## src/rtl/irqv_pkg.sv

```systemverilog
// irqv_pkg: register map, field layout and encodings of the interrupt level / dma vector block
package irqv_pkg;
  // ----------------------------------------------------------------
  // register indices (byte address is four times the index)
  // ----------------------------------------------------------------
  localparam logic [7:0] IDX_PAIR_A_CTRL = 8'h79;
  localparam logic [7:0] IDX_PAIR_B_CTRL = 8'h7a;
  localparam logic [7:0] IDX_DMA_CH0_VEC = 8'h7c;
  localparam logic [7:0] IDX_DMA_CH1_VEC = 8'h7d;
  localparam logic [7:0] IDX_DMA_CH2_VEC = 8'h7e;
  localparam logic [7:0] IDX_DMA_CH3_VEC = 8'h7f;
  localparam logic [7:0] IDX_IRQ_STATUS = 8'h60;
  localparam logic [7:0] IDX_IRQ_MASK = 8'h61;
  localparam logic [7:0] IDX_EXT_MODE = 8'h62;
  localparam logic [7:0] IDX_CAP_MODE = 8'h63;
  // ----------------------------------------------------------------
  // widths and field positions
  // ----------------------------------------------------------------
  localparam int ADDR_W = 10;
  localparam int DATA_W = 32;
  localparam int NUM_CH = 4;
  localparam int NUM_PIN = 4;
  localparam int PRIO_W = 3;
  localparam int VEC_W = 9;
  localparam int VREG_W = 5;
  localparam int VREG_LSB = 4;
  localparam int FLAG_LO = 3;
  localparam int PRIO_HI_LSB = 4;
  localparam int FLAG_HI = 7;
  localparam int MODE_NMI_BOTH = 0;
  localparam int MODE_EXT_IRQ_PIN_ZERO_LEVEL = 1;
  localparam int CAPB_LSB = 2;
  // status / mask bit positions, also the pin order of the edge detectors
  localparam int ST_NMI = 0;
  localparam int ST_EXT_IRQ_PIN_ZERO = 1;
  localparam int ST_CAPA = 2;
  localparam int ST_CAPB = 3;
  localparam int ST_W = 4;
  // ----------------------------------------------------------------
  // encodings and reset values
  // ----------------------------------------------------------------
  localparam logic [PRIO_W-1:0] PRIO_OFF_LO = 3'h0;
  localparam logic [PRIO_W-1:0] PRIO_OFF_HI = 3'h7;
  localparam logic [1:0] CAP_MODE_FALL = 2'h2;
  localparam logic [7:0] REG_RESET = 8'h00;
  localparam logic [VREG_W-1:0] VREG_RESET = 5'h00;
  localparam logic [3:0] VEC_LOW_ZERO = 4'h0;
endpackage : irqv_pkg

```

## src/rtl/irqv_edge_det.sv

```systemverilog
// irqv_edge_det: pin synchroniser with selectable rising / falling edge detection
`timescale 1ns/1ps
module irqv_edge_det (
  input wire logic clk,
  input wire logic sys_rst,
  input wire logic pinIn,
  input wire logic riseEn,
  input wire logic fallEn,
  output logic edgePulse,
  output logic pinLevel
);
  logic meta_ff;
  logic sync_ff;
  logic last_ff;

  // two flops before any logic looks at the pin; third holds the old level
  always_ff @(posedge clk) begin
    if (sys_rst) begin
      meta_ff <= 1'b0;
      sync_ff <= 1'b0;
      last_ff <= 1'b0;
    end else begin
      meta_ff <= pinIn;
      sync_ff <= meta_ff;
      last_ff <= sync_ff;
    end
  end

  // one-cycle pulse on the selected edge(s)
  assign edgePulse = (riseEn & sync_ff & ~last_ff) | (fallEn & ~sync_ff & last_ff);
  assign pinLevel = sync_ff;
endmodule : irqv_edge_det

```

## src/rtl/irqv_vec_match.sv

```systemverilog
// irqv_vec_match: finds the lowest channel whose start vector matches a request vector
`timescale 1ns/1ps
module irqv_vec_match
  import irqv_pkg::*;
(
  input wire logic [VREG_W-1:0] vecCh0,
  input wire logic [VREG_W-1:0] vecCh1,
  input wire logic [VREG_W-1:0] vecCh2,
  input wire logic [VREG_W-1:0] vecCh3,
  input wire logic [VEC_W-1:0] reqVector,
  output logic hit,
  output logic [1:0] hitCh
);
  logic [NUM_CH-1:0] chHit;
  logic [VREG_W-1:0] vecArr [NUM_CH];

  assign vecArr[0] = vecCh0;
  assign vecArr[1] = vecCh1;
  assign vecArr[2] = vecCh2;
  assign vecArr[3] = vecCh3;

  // a cleared register holds no source, so zero never matches
  genvar g;
  generate
    for (g = 0; g < NUM_CH; g++) begin : gen_cmp
      assign chHit[g] = (vecArr[g] != VREG_RESET) &&
                        (vecArr[g] == reqVector[VEC_W-1:VREG_LSB]) &&
                        (reqVector[VREG_LSB-1:0] == VEC_LOW_ZERO);
    end
  endgenerate

  // lowest number wins when several channels share a vector
  assign hit = |chHit;
  assign hitCh = chHit[0] ? 2'd0 : chHit[1] ? 2'd1 : chHit[2] ? 2'd2 : 2'd3;
endmodule : irqv_vec_match

```

## src/rtl/irqv_ctrl.sv

```systemverilog
// irqv_ctrl: interrupt levels, flags, pin edge selection and dma start vector routing
//
// Function
// - three-bit write-only priority per source; value is the request level used in arbitration
// - nmi pin fires on falling edge, or on both edges when both-edge bit set
// - capture pin a fires on rising edge, falling edge only for capture mode 10
// - capture pin b uses timer b capture mode the same way
// - request whose vector matches a channel start vector starts dma instead of interrupt
// - count reaching zero raises channel end interrupt and clears its start vector
// - several channels with one vector: lowest-numbered channel services the request
// - after that channel finishes unrewritten, next higher channel with same vector starts
// - start vectors write-only, bits 4..0 hold vector bits 8..4, reset to zero
// - ext_irq_pin_zero edge to level clears its flag; level to edge leaves it
// - in level mode the ext_irq_pin_zero pin level itself is the pending request
`timescale 1ns/1ps
module irqv_ctrl
  import irqv_pkg::*;
(
  input wire logic clk,
  input wire logic sys_rst,
  input wire logic [ADDR_W-1:0] avsAddress,
  input wire logic avsRead,
  input wire logic avsWrite,
  input wire logic [DATA_W-1:0] avsWriteData,
  input wire logic [3:0] avsByteEnable,
  output logic [DATA_W-1:0] avsReadData,
  output logic avsWaitRequest,
  input wire logic nmiPin,
  input wire logic extIrqPinZero,
  input wire logic captureIrqPinA,
  input wire logic captureIrqPinB,
  input wire logic reqVecValid,
  input wire logic [VEC_W-1:0] reqVector,
  input wire logic [NUM_CH-1:0] dmaCountZero,
  output logic dmaStart,
  output logic [1:0] dmaStartCh,
  output logic cpuIrqReq,
  output logic [VEC_W-1:0] cpuIrqVector,
  output logic [PRIO_W-1:0] pendLevel,
  output logic [1:0] pendSrc,
  output logic irqOut
);
  // ----------------------------------------------------------------
  // state
  // ----------------------------------------------------------------
  logic waitReq_ff;
  logic [DATA_W-1:0] readData_ff;
  logic [PRIO_W-1:0] prio_ff [NUM_CH];
  logic [NUM_CH-1:0] endFlag_ff;
  logic [VREG_W-1:0] startVec_ff [NUM_CH];
  logic [ST_W-1:0] status_ff;
  logic [ST_W-1:0] mask_ff;
  logic nmiBoth_ff;
  logic int0Level_ff;
  logic [1:0] capModeA_ff;
  logic [1:0] capModeB_ff;
  logic dmaStart_ff;
  logic [1:0] dmaCh_ff;
  logic cpuIrq_ff;
  logic [VEC_W-1:0] cpuVec_ff;
  logic [PRIO_W-1:0] pendLevel_ff;
  logic [1:0] pendSrc_ff;
  logic irq_ff;

  // ----------------------------------------------------------------
  // bus decode
  // ----------------------------------------------------------------
  function automatic logic isReg(input logic [ADDR_W-1:0] addr, input logic [7:0] idx);
    isReg = (addr[ADDR_W-1:2] == idx);
  endfunction : isReg

  // request is taken in the cycle waitrequest is already low
  wire busReq = avsRead | avsWrite;
  wire wrTake = avsWrite & ~waitReq_ff & avsByteEnable[0];
  wire [7:0] wrByte = avsWriteData[7:0];
  wire wrPairA = wrTake & isReg(avsAddress, IDX_PAIR_A_CTRL);
  wire wrPairB = wrTake & isReg(avsAddress, IDX_PAIR_B_CTRL);
  wire wrStatus = wrTake & isReg(avsAddress, IDX_IRQ_STATUS);
  wire wrMask = wrTake & isReg(avsAddress, IDX_IRQ_MASK);
  wire wrMode = wrTake & isReg(avsAddress, IDX_EXT_MODE);
  wire wrCap = wrTake & isReg(avsAddress, IDX_CAP_MODE);
  wire [NUM_CH-1:0] wrVec;
  assign wrVec[0] = wrTake & isReg(avsAddress, IDX_DMA_CH0_VEC);
  assign wrVec[1] = wrTake & isReg(avsAddress, IDX_DMA_CH1_VEC);
  assign wrVec[2] = wrTake & isReg(avsAddress, IDX_DMA_CH2_VEC);
  assign wrVec[3] = wrTake & isReg(avsAddress, IDX_DMA_CH3_VEC);

  // ----------------------------------------------------------------
  // pin edge detection
  // ----------------------------------------------------------------
  wire [NUM_PIN-1:0] pinVec = {captureIrqPinB, captureIrqPinA, extIrqPinZero, nmiPin};
  wire [NUM_PIN-1:0] riseEn;
  wire [NUM_PIN-1:0] fallEn;
  wire [NUM_PIN-1:0] pinEdge;
  wire [NUM_PIN-1:0] pinLvl;
  assign riseEn[ST_NMI] = nmiBoth_ff;
  assign fallEn[ST_NMI] = 1'b1;
  assign riseEn[ST_EXT_IRQ_PIN_ZERO] = 1'b1;
  assign fallEn[ST_EXT_IRQ_PIN_ZERO] = 1'b0;
  assign riseEn[ST_CAPA] = (capModeA_ff != CAP_MODE_FALL);
  assign fallEn[ST_CAPA] = (capModeA_ff == CAP_MODE_FALL);
  assign riseEn[ST_CAPB] = (capModeB_ff != CAP_MODE_FALL);
  assign fallEn[ST_CAPB] = (capModeB_ff == CAP_MODE_FALL);

  genvar g;
  generate
    for (g = 0; g < NUM_PIN; g++) begin : gen_pin
      irqv_edge_det uEdge (
        .clk(clk),
        .sys_rst(sys_rst),
        .pinIn(pinVec[g]),
        .riseEn(riseEn[g]),
        .fallEn(fallEn[g]),
        .edgePulse(pinEdge[g]),
        .pinLevel(pinLvl[g])
      );
    end
  endgenerate

  // ----------------------------------------------------------------
  // status bits: set wins over the write-one clear
  // ----------------------------------------------------------------
  // edge into level clears ext_irq_pin_zero; in level mode the bit follows the pin, so on
  // the way back to edge whatever the pin last showed stays as the flag
  wire toLevel = wrMode & wrByte[MODE_EXT_IRQ_PIN_ZERO_LEVEL] & ~int0Level_ff;
  wire [ST_W-1:0] stClr = wrStatus ? wrByte[ST_W-1:0] : '0;
  wire [ST_W-1:0] stSet = pinEdge & ~(int0Level_ff ? (ST_W'(1) << ST_EXT_IRQ_PIN_ZERO) : '0);
  wire [ST_W-1:0] stSticky = (status_ff & ~stClr) | stSet;
  wire int0Next = int0Level_ff ? pinLvl[ST_EXT_IRQ_PIN_ZERO] : (toLevel ? 1'b0 : stSticky[ST_EXT_IRQ_PIN_ZERO]);
  wire [ST_W-1:0] nxt_status = {stSticky[ST_CAPB], stSticky[ST_CAPA], int0Next,
                                stSticky[ST_NMI]};
  // level mode bypasses the flag: the pin itself is the request
  wire [ST_W-1:0] stView = int0Level_ff ?
                           ((status_ff & ~(ST_W'(1) << ST_EXT_IRQ_PIN_ZERO)) |
                            (ST_W'(pinLvl[ST_EXT_IRQ_PIN_ZERO]) << ST_EXT_IRQ_PIN_ZERO)) : status_ff;

  always_ff @(posedge clk) begin
    if (sys_rst) begin
      status_ff <= '0;
    end else begin
      status_ff <= nxt_status;
    end
  end

  // ----------------------------------------------------------------
  // mode registers and dma end flags / priorities
  // ----------------------------------------------------------------
  always_ff @(posedge clk) begin
    if (sys_rst) begin
      mask_ff <= '0;
      nmiBoth_ff <= 1'b0;
      int0Level_ff <= 1'b0;
      capModeA_ff <= '0;
      capModeB_ff <= '0;
    end else begin
      if (wrMask) mask_ff <= wrByte[ST_W-1:0];
      if (wrMode) begin
        nmiBoth_ff <= wrByte[MODE_NMI_BOTH];
        int0Level_ff <= wrByte[MODE_EXT_IRQ_PIN_ZERO_LEVEL];
      end
      if (wrCap) begin
        capModeA_ff <= wrByte[1:0];
        capModeB_ff <= wrByte[CAPB_LSB+1:CAPB_LSB];
      end
    end
  end

  // per source: pair a holds channels 0/1, pair b channels 2/3
  generate
    for (g = 0; g < NUM_CH; g++) begin : gen_src
      wire wrPair = (g < 2) ? wrPairA : wrPairB;
      wire hiHalf = (g % 2) == 1;
      wire [PRIO_W-1:0] wPrio = hiHalf ? wrByte[PRIO_HI_LSB+PRIO_W-1:PRIO_HI_LSB] :
                                         wrByte[PRIO_W-1:0];
      wire wFlag = hiHalf ? wrByte[FLAG_HI] : wrByte[FLAG_LO];
      // writing 0 clears, 1 leaves; a new end event wins over the clear
      wire nxt_flag = dmaCountZero[g] | (endFlag_ff[g] & ~(wrPair & ~wFlag));
      always_ff @(posedge clk) begin
        if (sys_rst) begin
          prio_ff[g] <= '0;
          endFlag_ff[g] <= 1'b0;
          startVec_ff[g] <= VREG_RESET;
        end else begin
          if (wrPair) prio_ff[g] <= wPrio;
          endFlag_ff[g] <= nxt_flag;
          // a rewrite in the completion cycle re-arms the channel
          if (wrVec[g]) startVec_ff[g] <= wrByte[VREG_W-1:0];
          else if (dmaCountZero[g]) startVec_ff[g] <= VREG_RESET;
        end
      end
    end
  endgenerate

  // ----------------------------------------------------------------
  // dma routing of incoming requests
  // ----------------------------------------------------------------
  wire vecHit;
  wire [1:0] vecHitCh;
  irqv_vec_match uMatch (
    .vecCh0(startVec_ff[0]),
    .vecCh1(startVec_ff[1]),
    .vecCh2(startVec_ff[2]),
    .vecCh3(startVec_ff[3]),
    .reqVector(reqVector),
    .hit(vecHit),
    .hitCh(vecHitCh)
  );

  // cleared vectors drop out of the match, which is what chains the channels
  always_ff @(posedge clk) begin
    if (sys_rst) begin
      dmaStart_ff <= 1'b0;
      dmaCh_ff <= '0;
      cpuIrq_ff <= 1'b0;
      cpuVec_ff <= '0;
    end else begin
      dmaStart_ff <= reqVecValid & vecHit;
      cpuIrq_ff <= reqVecValid & ~vecHit;
      if (reqVecValid) begin
        dmaCh_ff <= vecHitCh;
        cpuVec_ff <= reqVector;
      end
    end
  end

  // ----------------------------------------------------------------
  // level arbitration over pending end flags
  // ----------------------------------------------------------------
  // levels 000 and 111 forbid the request; higher level wins, ties go low
  function automatic logic [PRIO_W+1:0] pickHighest(
    input logic [NUM_CH-1:0] pend,
    input logic [PRIO_W-1:0] l0, input logic [PRIO_W-1:0] l1,
    input logic [PRIO_W-1:0] l2, input logic [PRIO_W-1:0] l3);
    logic [PRIO_W-1:0] lv [NUM_CH];
    logic [PRIO_W-1:0] best;
    logic [1:0] src;
    lv[0] = l0;
    lv[1] = l1;
    lv[2] = l2;
    lv[3] = l3;
    best = PRIO_OFF_LO;
    src = 2'd0;
    for (int i = 0; i < NUM_CH; i++) begin
      if (pend[i] && lv[i] != PRIO_OFF_HI && lv[i] > best) begin
        best = lv[i];
        src = 2'(i);
      end
    end
    pickHighest = {best, src};
  endfunction : pickHighest

  wire [PRIO_W+1:0] arb = pickHighest(endFlag_ff, prio_ff[0], prio_ff[1],
                                      prio_ff[2], prio_ff[3]);

  always_ff @(posedge clk) begin
    if (sys_rst) begin
      pendLevel_ff <= '0;
      pendSrc_ff <= '0;
      irq_ff <= 1'b0;
    end else begin
      pendLevel_ff <= arb[PRIO_W+1:2];
      pendSrc_ff <= arb[1:0];
      irq_ff <= |(stView & mask_ff);
    end
  end

  // ----------------------------------------------------------------
  // bus slave: one wait cycle, read data registered
  // ----------------------------------------------------------------
  wire [7:0] rdPairA = {endFlag_ff[1], 3'b000, endFlag_ff[0], 3'b000};
  wire [7:0] rdPairB = {endFlag_ff[3], 3'b000, endFlag_ff[2], 3'b000};
  // priorities and start vectors are write-only and read as zero
  wire [7:0] rdMux =
    isReg(avsAddress, IDX_PAIR_A_CTRL) ? rdPairA :
    isReg(avsAddress, IDX_PAIR_B_CTRL) ? rdPairB :
    isReg(avsAddress, IDX_IRQ_STATUS) ? {4'h0, stView} :
    isReg(avsAddress, IDX_IRQ_MASK) ? {4'h0, mask_ff} :
    isReg(avsAddress, IDX_EXT_MODE) ? {6'h00, int0Level_ff, nmiBoth_ff} :
    isReg(avsAddress, IDX_CAP_MODE) ? {4'h0, capModeB_ff, capModeA_ff} : REG_RESET;

  always_ff @(posedge clk) begin
    if (sys_rst) begin
      waitReq_ff <= 1'b1;
      readData_ff <= '0;
    end else begin
      waitReq_ff <= ~(busReq & waitReq_ff);
      if (avsRead & waitReq_ff) readData_ff <= {24'h00_0000, rdMux};
    end
  end

  assign avsWaitRequest = waitReq_ff;
  assign avsReadData = readData_ff;
  assign dmaStart = dmaStart_ff;
  assign dmaStartCh = dmaCh_ff;
  assign cpuIrqReq = cpuIrq_ff;
  assign cpuIrqVector = cpuVec_ff;
  assign pendLevel = pendLevel_ff;
  assign pendSrc = pendSrc_ff;
  assign irqOut = irq_ff;
endmodule : irqv_ctrl

```

## config.mk

```make
export PLATFORM = sky130hd
export DESIGN_NAME = irqv_ctrl
export DESIGN_NICKNAME = d
export VERILOG_FILES = /design/src/rtl/irqv_pkg.sv /design/src/rtl/irqv_edge_det.sv /design/src/rtl/irqv_vec_match.sv /design/src/rtl/irqv_ctrl.sv
export SDC_FILE = /design/constraint.sdc
export NUM_CORES = 1
export LEC_CHECK = 0
export BUFFER_PORTS_ARGS = -buffer_cell sky130_fd_sc_hd__buf_4
export CORE_UTILIZATION = 50
export DETAILED_ROUTE_END_ITERATION = 16
export PLACE_DENSITY_LB_ADDON = 0.1
export SLEW_MARGIN = 20
export SYNTH_ARGS = -nofsm -noshare
export SYNTH_HDL_FRONTEND = slang
export SYNTH_SLANG_ARGS = --single-unit
```

## constraint.sdc

```tcl
create_clock -name clk -period 8.6 [get_ports clk]
set_input_delay 0.43 -clock clk [delete_from_list [all_inputs] [get_ports clk]]
set_output_delay 0.43 -clock clk [all_outputs]
set_load 0.03 [all_outputs]
```

* Word-level counts from Yosys, hierarchy flattened
Memory sizes are Yosys's and may differ from the RTL's.
Index checks and enable logic that the tools add are counted.
** Word-level totals
- RAM bits :: 32
- Memories :: 2
- Logic and storage cells :: 233
- Output and inout port bits :: 52
- Input port bits :: 68
- Flip-flop bits (word level) :: 58
** Cells by class
- Bitwise gates (word level) :: 82
- Eq/ne operators :: 22
- Mux-type cells :: 69
- $lt $le $gt $ge :: 4
- Reductions and logical operators :: 23
** Memory list
- startVec_ff :: depth 4, bits a word 5, rd ports 4, clocked after Yosys merged registers in 0, write ports 4, line irqv_ctrl.sv:50 : logic [VREG_W-1:0] startVec_ff [NUM_CH];
- prio_ff :: depth 4, bits a word 3, rd ports 4, clocked after Yosys merged registers in 0, write ports 4, line irqv_ctrl.sv:48 : logic [PRIO_W-1:0] prio_ff [NUM_CH];
** Operators with widths (count)
- 8-bit by 7-bit == test with 1-bit output, second input constant :: 10
- 1-bit two-way mux :: 40
- 5-bit two-way mux :: 8
- 1-bit bitwise AND :: 38
- 3-bit two-way mux :: 8
- 4-bit two-way mux :: 6
- 5-bit == test :: 4
- 1-bit bitwise OR :: 20
- 5-bit nonzero test :: 4
- 1-bit inverter :: 17
- 1-bit logical AND :: 16
- 8-bit two-way mux :: 2
- 4-bit bitwise AND :: 3
- 3-bit != test, second input constant :: 4
- 2-bit two-way mux :: 5
- 3-bit greater-than comparator :: 3
- 4-bit OR reduction :: 2
- 2-bit == test, second input constant :: 2
- 4-bit logical NOT :: 1
- 2-bit != test, second input constant :: 2
- 2-bit inverter with 4-bit output :: 1
- 4-bit inverter :: 1
- 4-bit by 2-bit bitwise OR with 4-bit output :: 1
- 4-bit bitwise OR :: 1
- 3-bit by 1-bit greater-than comparator with 1-bit output, second input constant :: 1

* Depth between registers and ports, before layout
An unclocked memory read counts as a cell.
- Depth in word-level cells :: 14
- Depth in mapped cells :: 19
- Gate-level depth less buffers :: 19

* Hierarchy
From an unflattened synthesis, not the netlist that was laid out.
** Unflattened totals
- Cells, all modules :: 456
- Area total of the unflattened synthesis :: 4413.0 um2
** Modules (own cells, without submodules)
- irqv_ctrl :: sequential area each 1821.7 um2, area an instance 3628.5 um2, instances 1, cells each 377
- irqv_vec_match :: sequential area each 0.0 um2, area an instance 394.1 um2, instances 1, cells each 43
- irqv_edge_det :: sequential area each 60.1 um2, area an instance 97.6 um2, instances 4, cells each 9

* Worst setup path after synthesis
No wires, ideal clock.
- Path type :: reg2reg
- Start :: memory prio_ff[0][0]
- End :: register pendLevel_ff[0] (netlist: pendLevel[0])
- Path buffers :: 0
- Arrival time :: 3.739 ns
- Setup time :: 0.076 ns
- Clock period less this slack :: 3.815 ns
- Cell stages (with the launch flop) :: 20
- Data required time :: 8.524 ns
- Path slack :: 4.785 ns
- Cells stage by stage :: edfxtp_1 -> nand2_1 -> nand3_1 -> ha_1 -> and3b_1 -> o211ai_2 -> o21ai_0 -> o21ai_0 -> ha_1 -> nor2b_1 -> o21ai_0 -> a21o_1 -> o211ai_1 -> and2_1 -> ha_1 -> nor2b_1 -> o21a_1 -> o2111ai_1 -> o21ai_0 -> a31oi_1
** RTL lines
- start, declared :: line irqv_ctrl.sv:48
- end signal, assigned :: line irqv_ctrl.sv:261 : pendLevel_ff <= arb[PRIO_W+1:2];
- end, declared :: line irqv_ctrl.sv:61 : logic [PRIO_W-1:0] pendLevel_ff;

==> metrics.cfg <==
[critical_path]
crit_slowest_cell = o2111ai_1
cp.buffers_inverters = 0
worstPathMaxFanout = 10
ff2ff_setup_slack_ns = 4.07
required_ns = 8.88
crit_path_start_kind = flip-flop
reg2reg_depth = 19
slowest_delay_ns = 0.51
rr_endpoint = pendLevel[2]
r2r_start = prio_ff[0][0]
critPathTopFamily = compound AO/OA/AOI/OAI gates
worstPathCellList = nand2_1, nand3_1, ha_1, and3b_1, o211ai_2, o21ai_0, o21ai_0, ha_1, nor2b_1, o21ai_0, a21o_1, o211ai_1, and2_1, ha_1, nor2b_1, o21a_1, o2111ai_1, o21ai_0, a31oi_1
critPathArrivalTime_ns = 4.80
crit_top_cell = o21ai_0
endpoint_kind = flip-flop
worst-setup-path-type = flip-flop to flip-flop

[floorplan]
core_area_mm2 = 0.00826
dieArea_mm2 = 0.00898
die_x_um = 94.8
dieHeight_um = 94.8
io_pins = 120
initial_utilization_pct = 52.1
rows = 33

[sta]
setup_tns_ns = 0
setup_violations = 0
timing.fmax_mhz = 221
fin_crit_sh_pct = 52.6
worst_pin_slew_ns = 0.902
maxSlewHeadroom_pct = 39.5
hold_viol_final = 0
fin_skew_ns = 0.0100
drv_slew = 0
min_period_ns = 4.53
rsz0062_at_grt = no

[clock_tree]
root_buffer = clkbuf_8
clockBufferDepth = 2
htreeDepth = 3
cts-resized-gates = 0
cts_buffers = 9
clock_latency_ns = 0.36
hold_buffers = 0
cts_setup_buffers = 0
cts_tree = done
clock-sinks = 87
cts.clk_slew.worst_paths_ns = 0.09

[power_and_ir_drop]
p_leak_nw = 2.04
seqPwrFrac_pct = 53.8
p_int_w = 0.000595
power_switching_w = 0.000245
power_frac_clock_pct = 31.5
switching_share_pct = 29.1
power_w = 0.000840
vdd_drop_max_uv = 78.1
power.density_mw_per_mm2 = 171
pwr-share-comb_pct = 14.7

[route]
ant_nets = 0
routed-via-count = 3234
wl_per_cell_um = 14.6
viasPerCell = 5.33
drc = 0
dr.pass1.iters = 4
drt-initial-drc-count = 156
wl_mm = 8.89

[logic_synthesis]
synth_enable_flop_cells = 32
yosys_warnings = 0
synth-async-reset-ratio_pct = 0
synth_top_area_cell = dfxtp_1
synth_area_mm2 = 0.00430
ys_seq_area_share_pct = 47.9
synthTopCellsByArea = dfxtp_1 (26%), edfxtp_1 (22%), and2_1 (5.7%)
synth_cell_types = 54
ys.flop_type = dfxtp_1
yosysMostFrequentCell = dfxtp_1
synth_common_cells = dfxtp_1 (55), and2_1 (39), nand2_1 (36), nor2_1 (33), edfxtp_1 (32)
ys_seq_elements = 87
syn-instance-count = 445
avgSynthCellArea_um2 = 9.67
netlist.area_leader.share_pct = 25.6

[finish]
layout.nets = 574
final_util_pct = 59.3
fillers = 733
drive_gt1_share_pct = 17.7
multi_input_area_mm2 = 0.00201
diodes = 0
syn2layout_area_growth_pct = 13.8
regArea_mm2 = 0.00206
final_cells = 607
final_cell_area_mm2 = 0.00490

[flow_run]
drv_cap = 0

[worst_hold_path]
worstHoldPathType = input port to flip-flop
hold_depth = 2
min-delay-start = captureIrqPinB
holdPathEnd = gen_pin[3].uEdge.meta_ff

[place]
dp_cells = 591
io_buffer_count = 63
gp_congestion = 0.827
placed_area_mm2 = 0.00472
dp_hpwl_mm = 6.42

[run_status]
outcome = finished clean

[grt]
antenna_found_initial = 0
grt_pass1_vias = 2981
grt_max_degree = 55
grt_pass1_wl_mm = 14.5
grt_use_total_pct = 21.3
gr-total-overflow = 0

-- power by group through the flow --
stage               Sequential [W]  Clock [W]  Combinational [W]
floorplan                 0.000472          0          0.0000804
global placement          0.000461          0           0.000120
detailed placement        0.000462          0           0.000123
CTS                       0.000452   0.000269           0.000123
global route              0.000454   0.000283           0.000135
finish                    0.000452   0.000265           0.000123
-- per-layer routing --
layer | part of all wire, % | up-vias | track usage [%]
li1 | - | 1609 | -
met1 | 46 | 1479 | 28.3
met2 | 46 | 129 | 33.8
met3 | 5.5 | 17 | 3.54
met4 | 2.0 | 0 | 10.4
met5 | 0 | - | 0
-- worst max path at each step --
stage                  startpoint      endpoint  cells after the start
floorplan           prio_ff[0][0]  pendLevel[0]                     19
global placement    prio_ff[0][0]  pendLevel[0]                     19
detailed placement  prio_ff[0][0]  pendLevel[2]                     19
CTS                 prio_ff[0][0]  pendLevel[2]                     19
global route        prio_ff[0][2]  pendLevel[2]                     19
finish              prio_ff[0][0]  pendLevel[2]                     19
-- logic make-up (layout without fill, tap and decap cells) --
logic type                 Yosys count  in the layout  synth area share (%)
AOI/OAI and AO/OA                   72             72                  11.3
xor gates and xnor gates            14             14                  2.85
adders and majority gates            9              9                  2.62
buffers and inverters               58             89                  7.59
DFF                                 87             87                  47.9
muxes                               16             16                  3.72
other                                1             27                0.0871
and+or+nand+nor                    188            188                  23.9
-- state kept, by name, indices dropped and copies added, names as in the netlist, 3 cells and up --
name and flops:
avsReadData 5, cpuIrqVector 9, endFlag_ff 4, gen_pin.uEdge.last_ff 4
gen_pin.uEdge.meta_ff 4, gen_pin.uEdge.pinLevel 4, mask_ff 4, pendLevel 3
prio_ff 12, startVec_ff 20, status_ff 4
-- layout make-up --
type | count | area share [%]
Sequential cell | 87 | 42.1
Clock buffer | 9 | 2.53
Multi-Input combinational cell | 326 | 41.1
Tap cell | 105 | 2.68
Clock inverter | 7 | 1.15
Inverter | 10 | 0.766
Timing Repair Buffer | 63 | 9.66
-- layout by cell type, fill, tap and decap left out, types with 2 or more instances in the layout --
master,count
a21o_1,2
a21oi_1,22
a221oi_1,2
a222oi_1,2
a22oi_1,2
a31oi_1,4
and2_1,39
buf_4,63
clkbuf_8,9
clkinv_4,3
conb_1,27
dfxtp_1,55
edfxtp_1,32
ha_1,9
inv_1,10
mux2i_1,16
nand2_1,36
nand2b_1,5
nand3_1,21
nand3b_1,2
nor2_1,33
nor2b_1,20
nor3_1,11
nor3_2,3
nor3b_1,4
nor4_1,4
o2111ai_1,4
o211ai_1,8
o21a_1,2
o21ai_0,11
o21ai_1,2
o21bai_1,2
xnor2_1,5
xor2_1,9
-- through the flow --
step	setup slack, ns	hold WS, ns
after CTS	4.13	0.261
after detailed placement	4.16	0.426
after global routing	3.57	0.269
final	4.07	0.278
after floorplan	4.79	0.414
after global placement	4.35	0.419
Note: power is estimated with default switching activity, not from simulation.
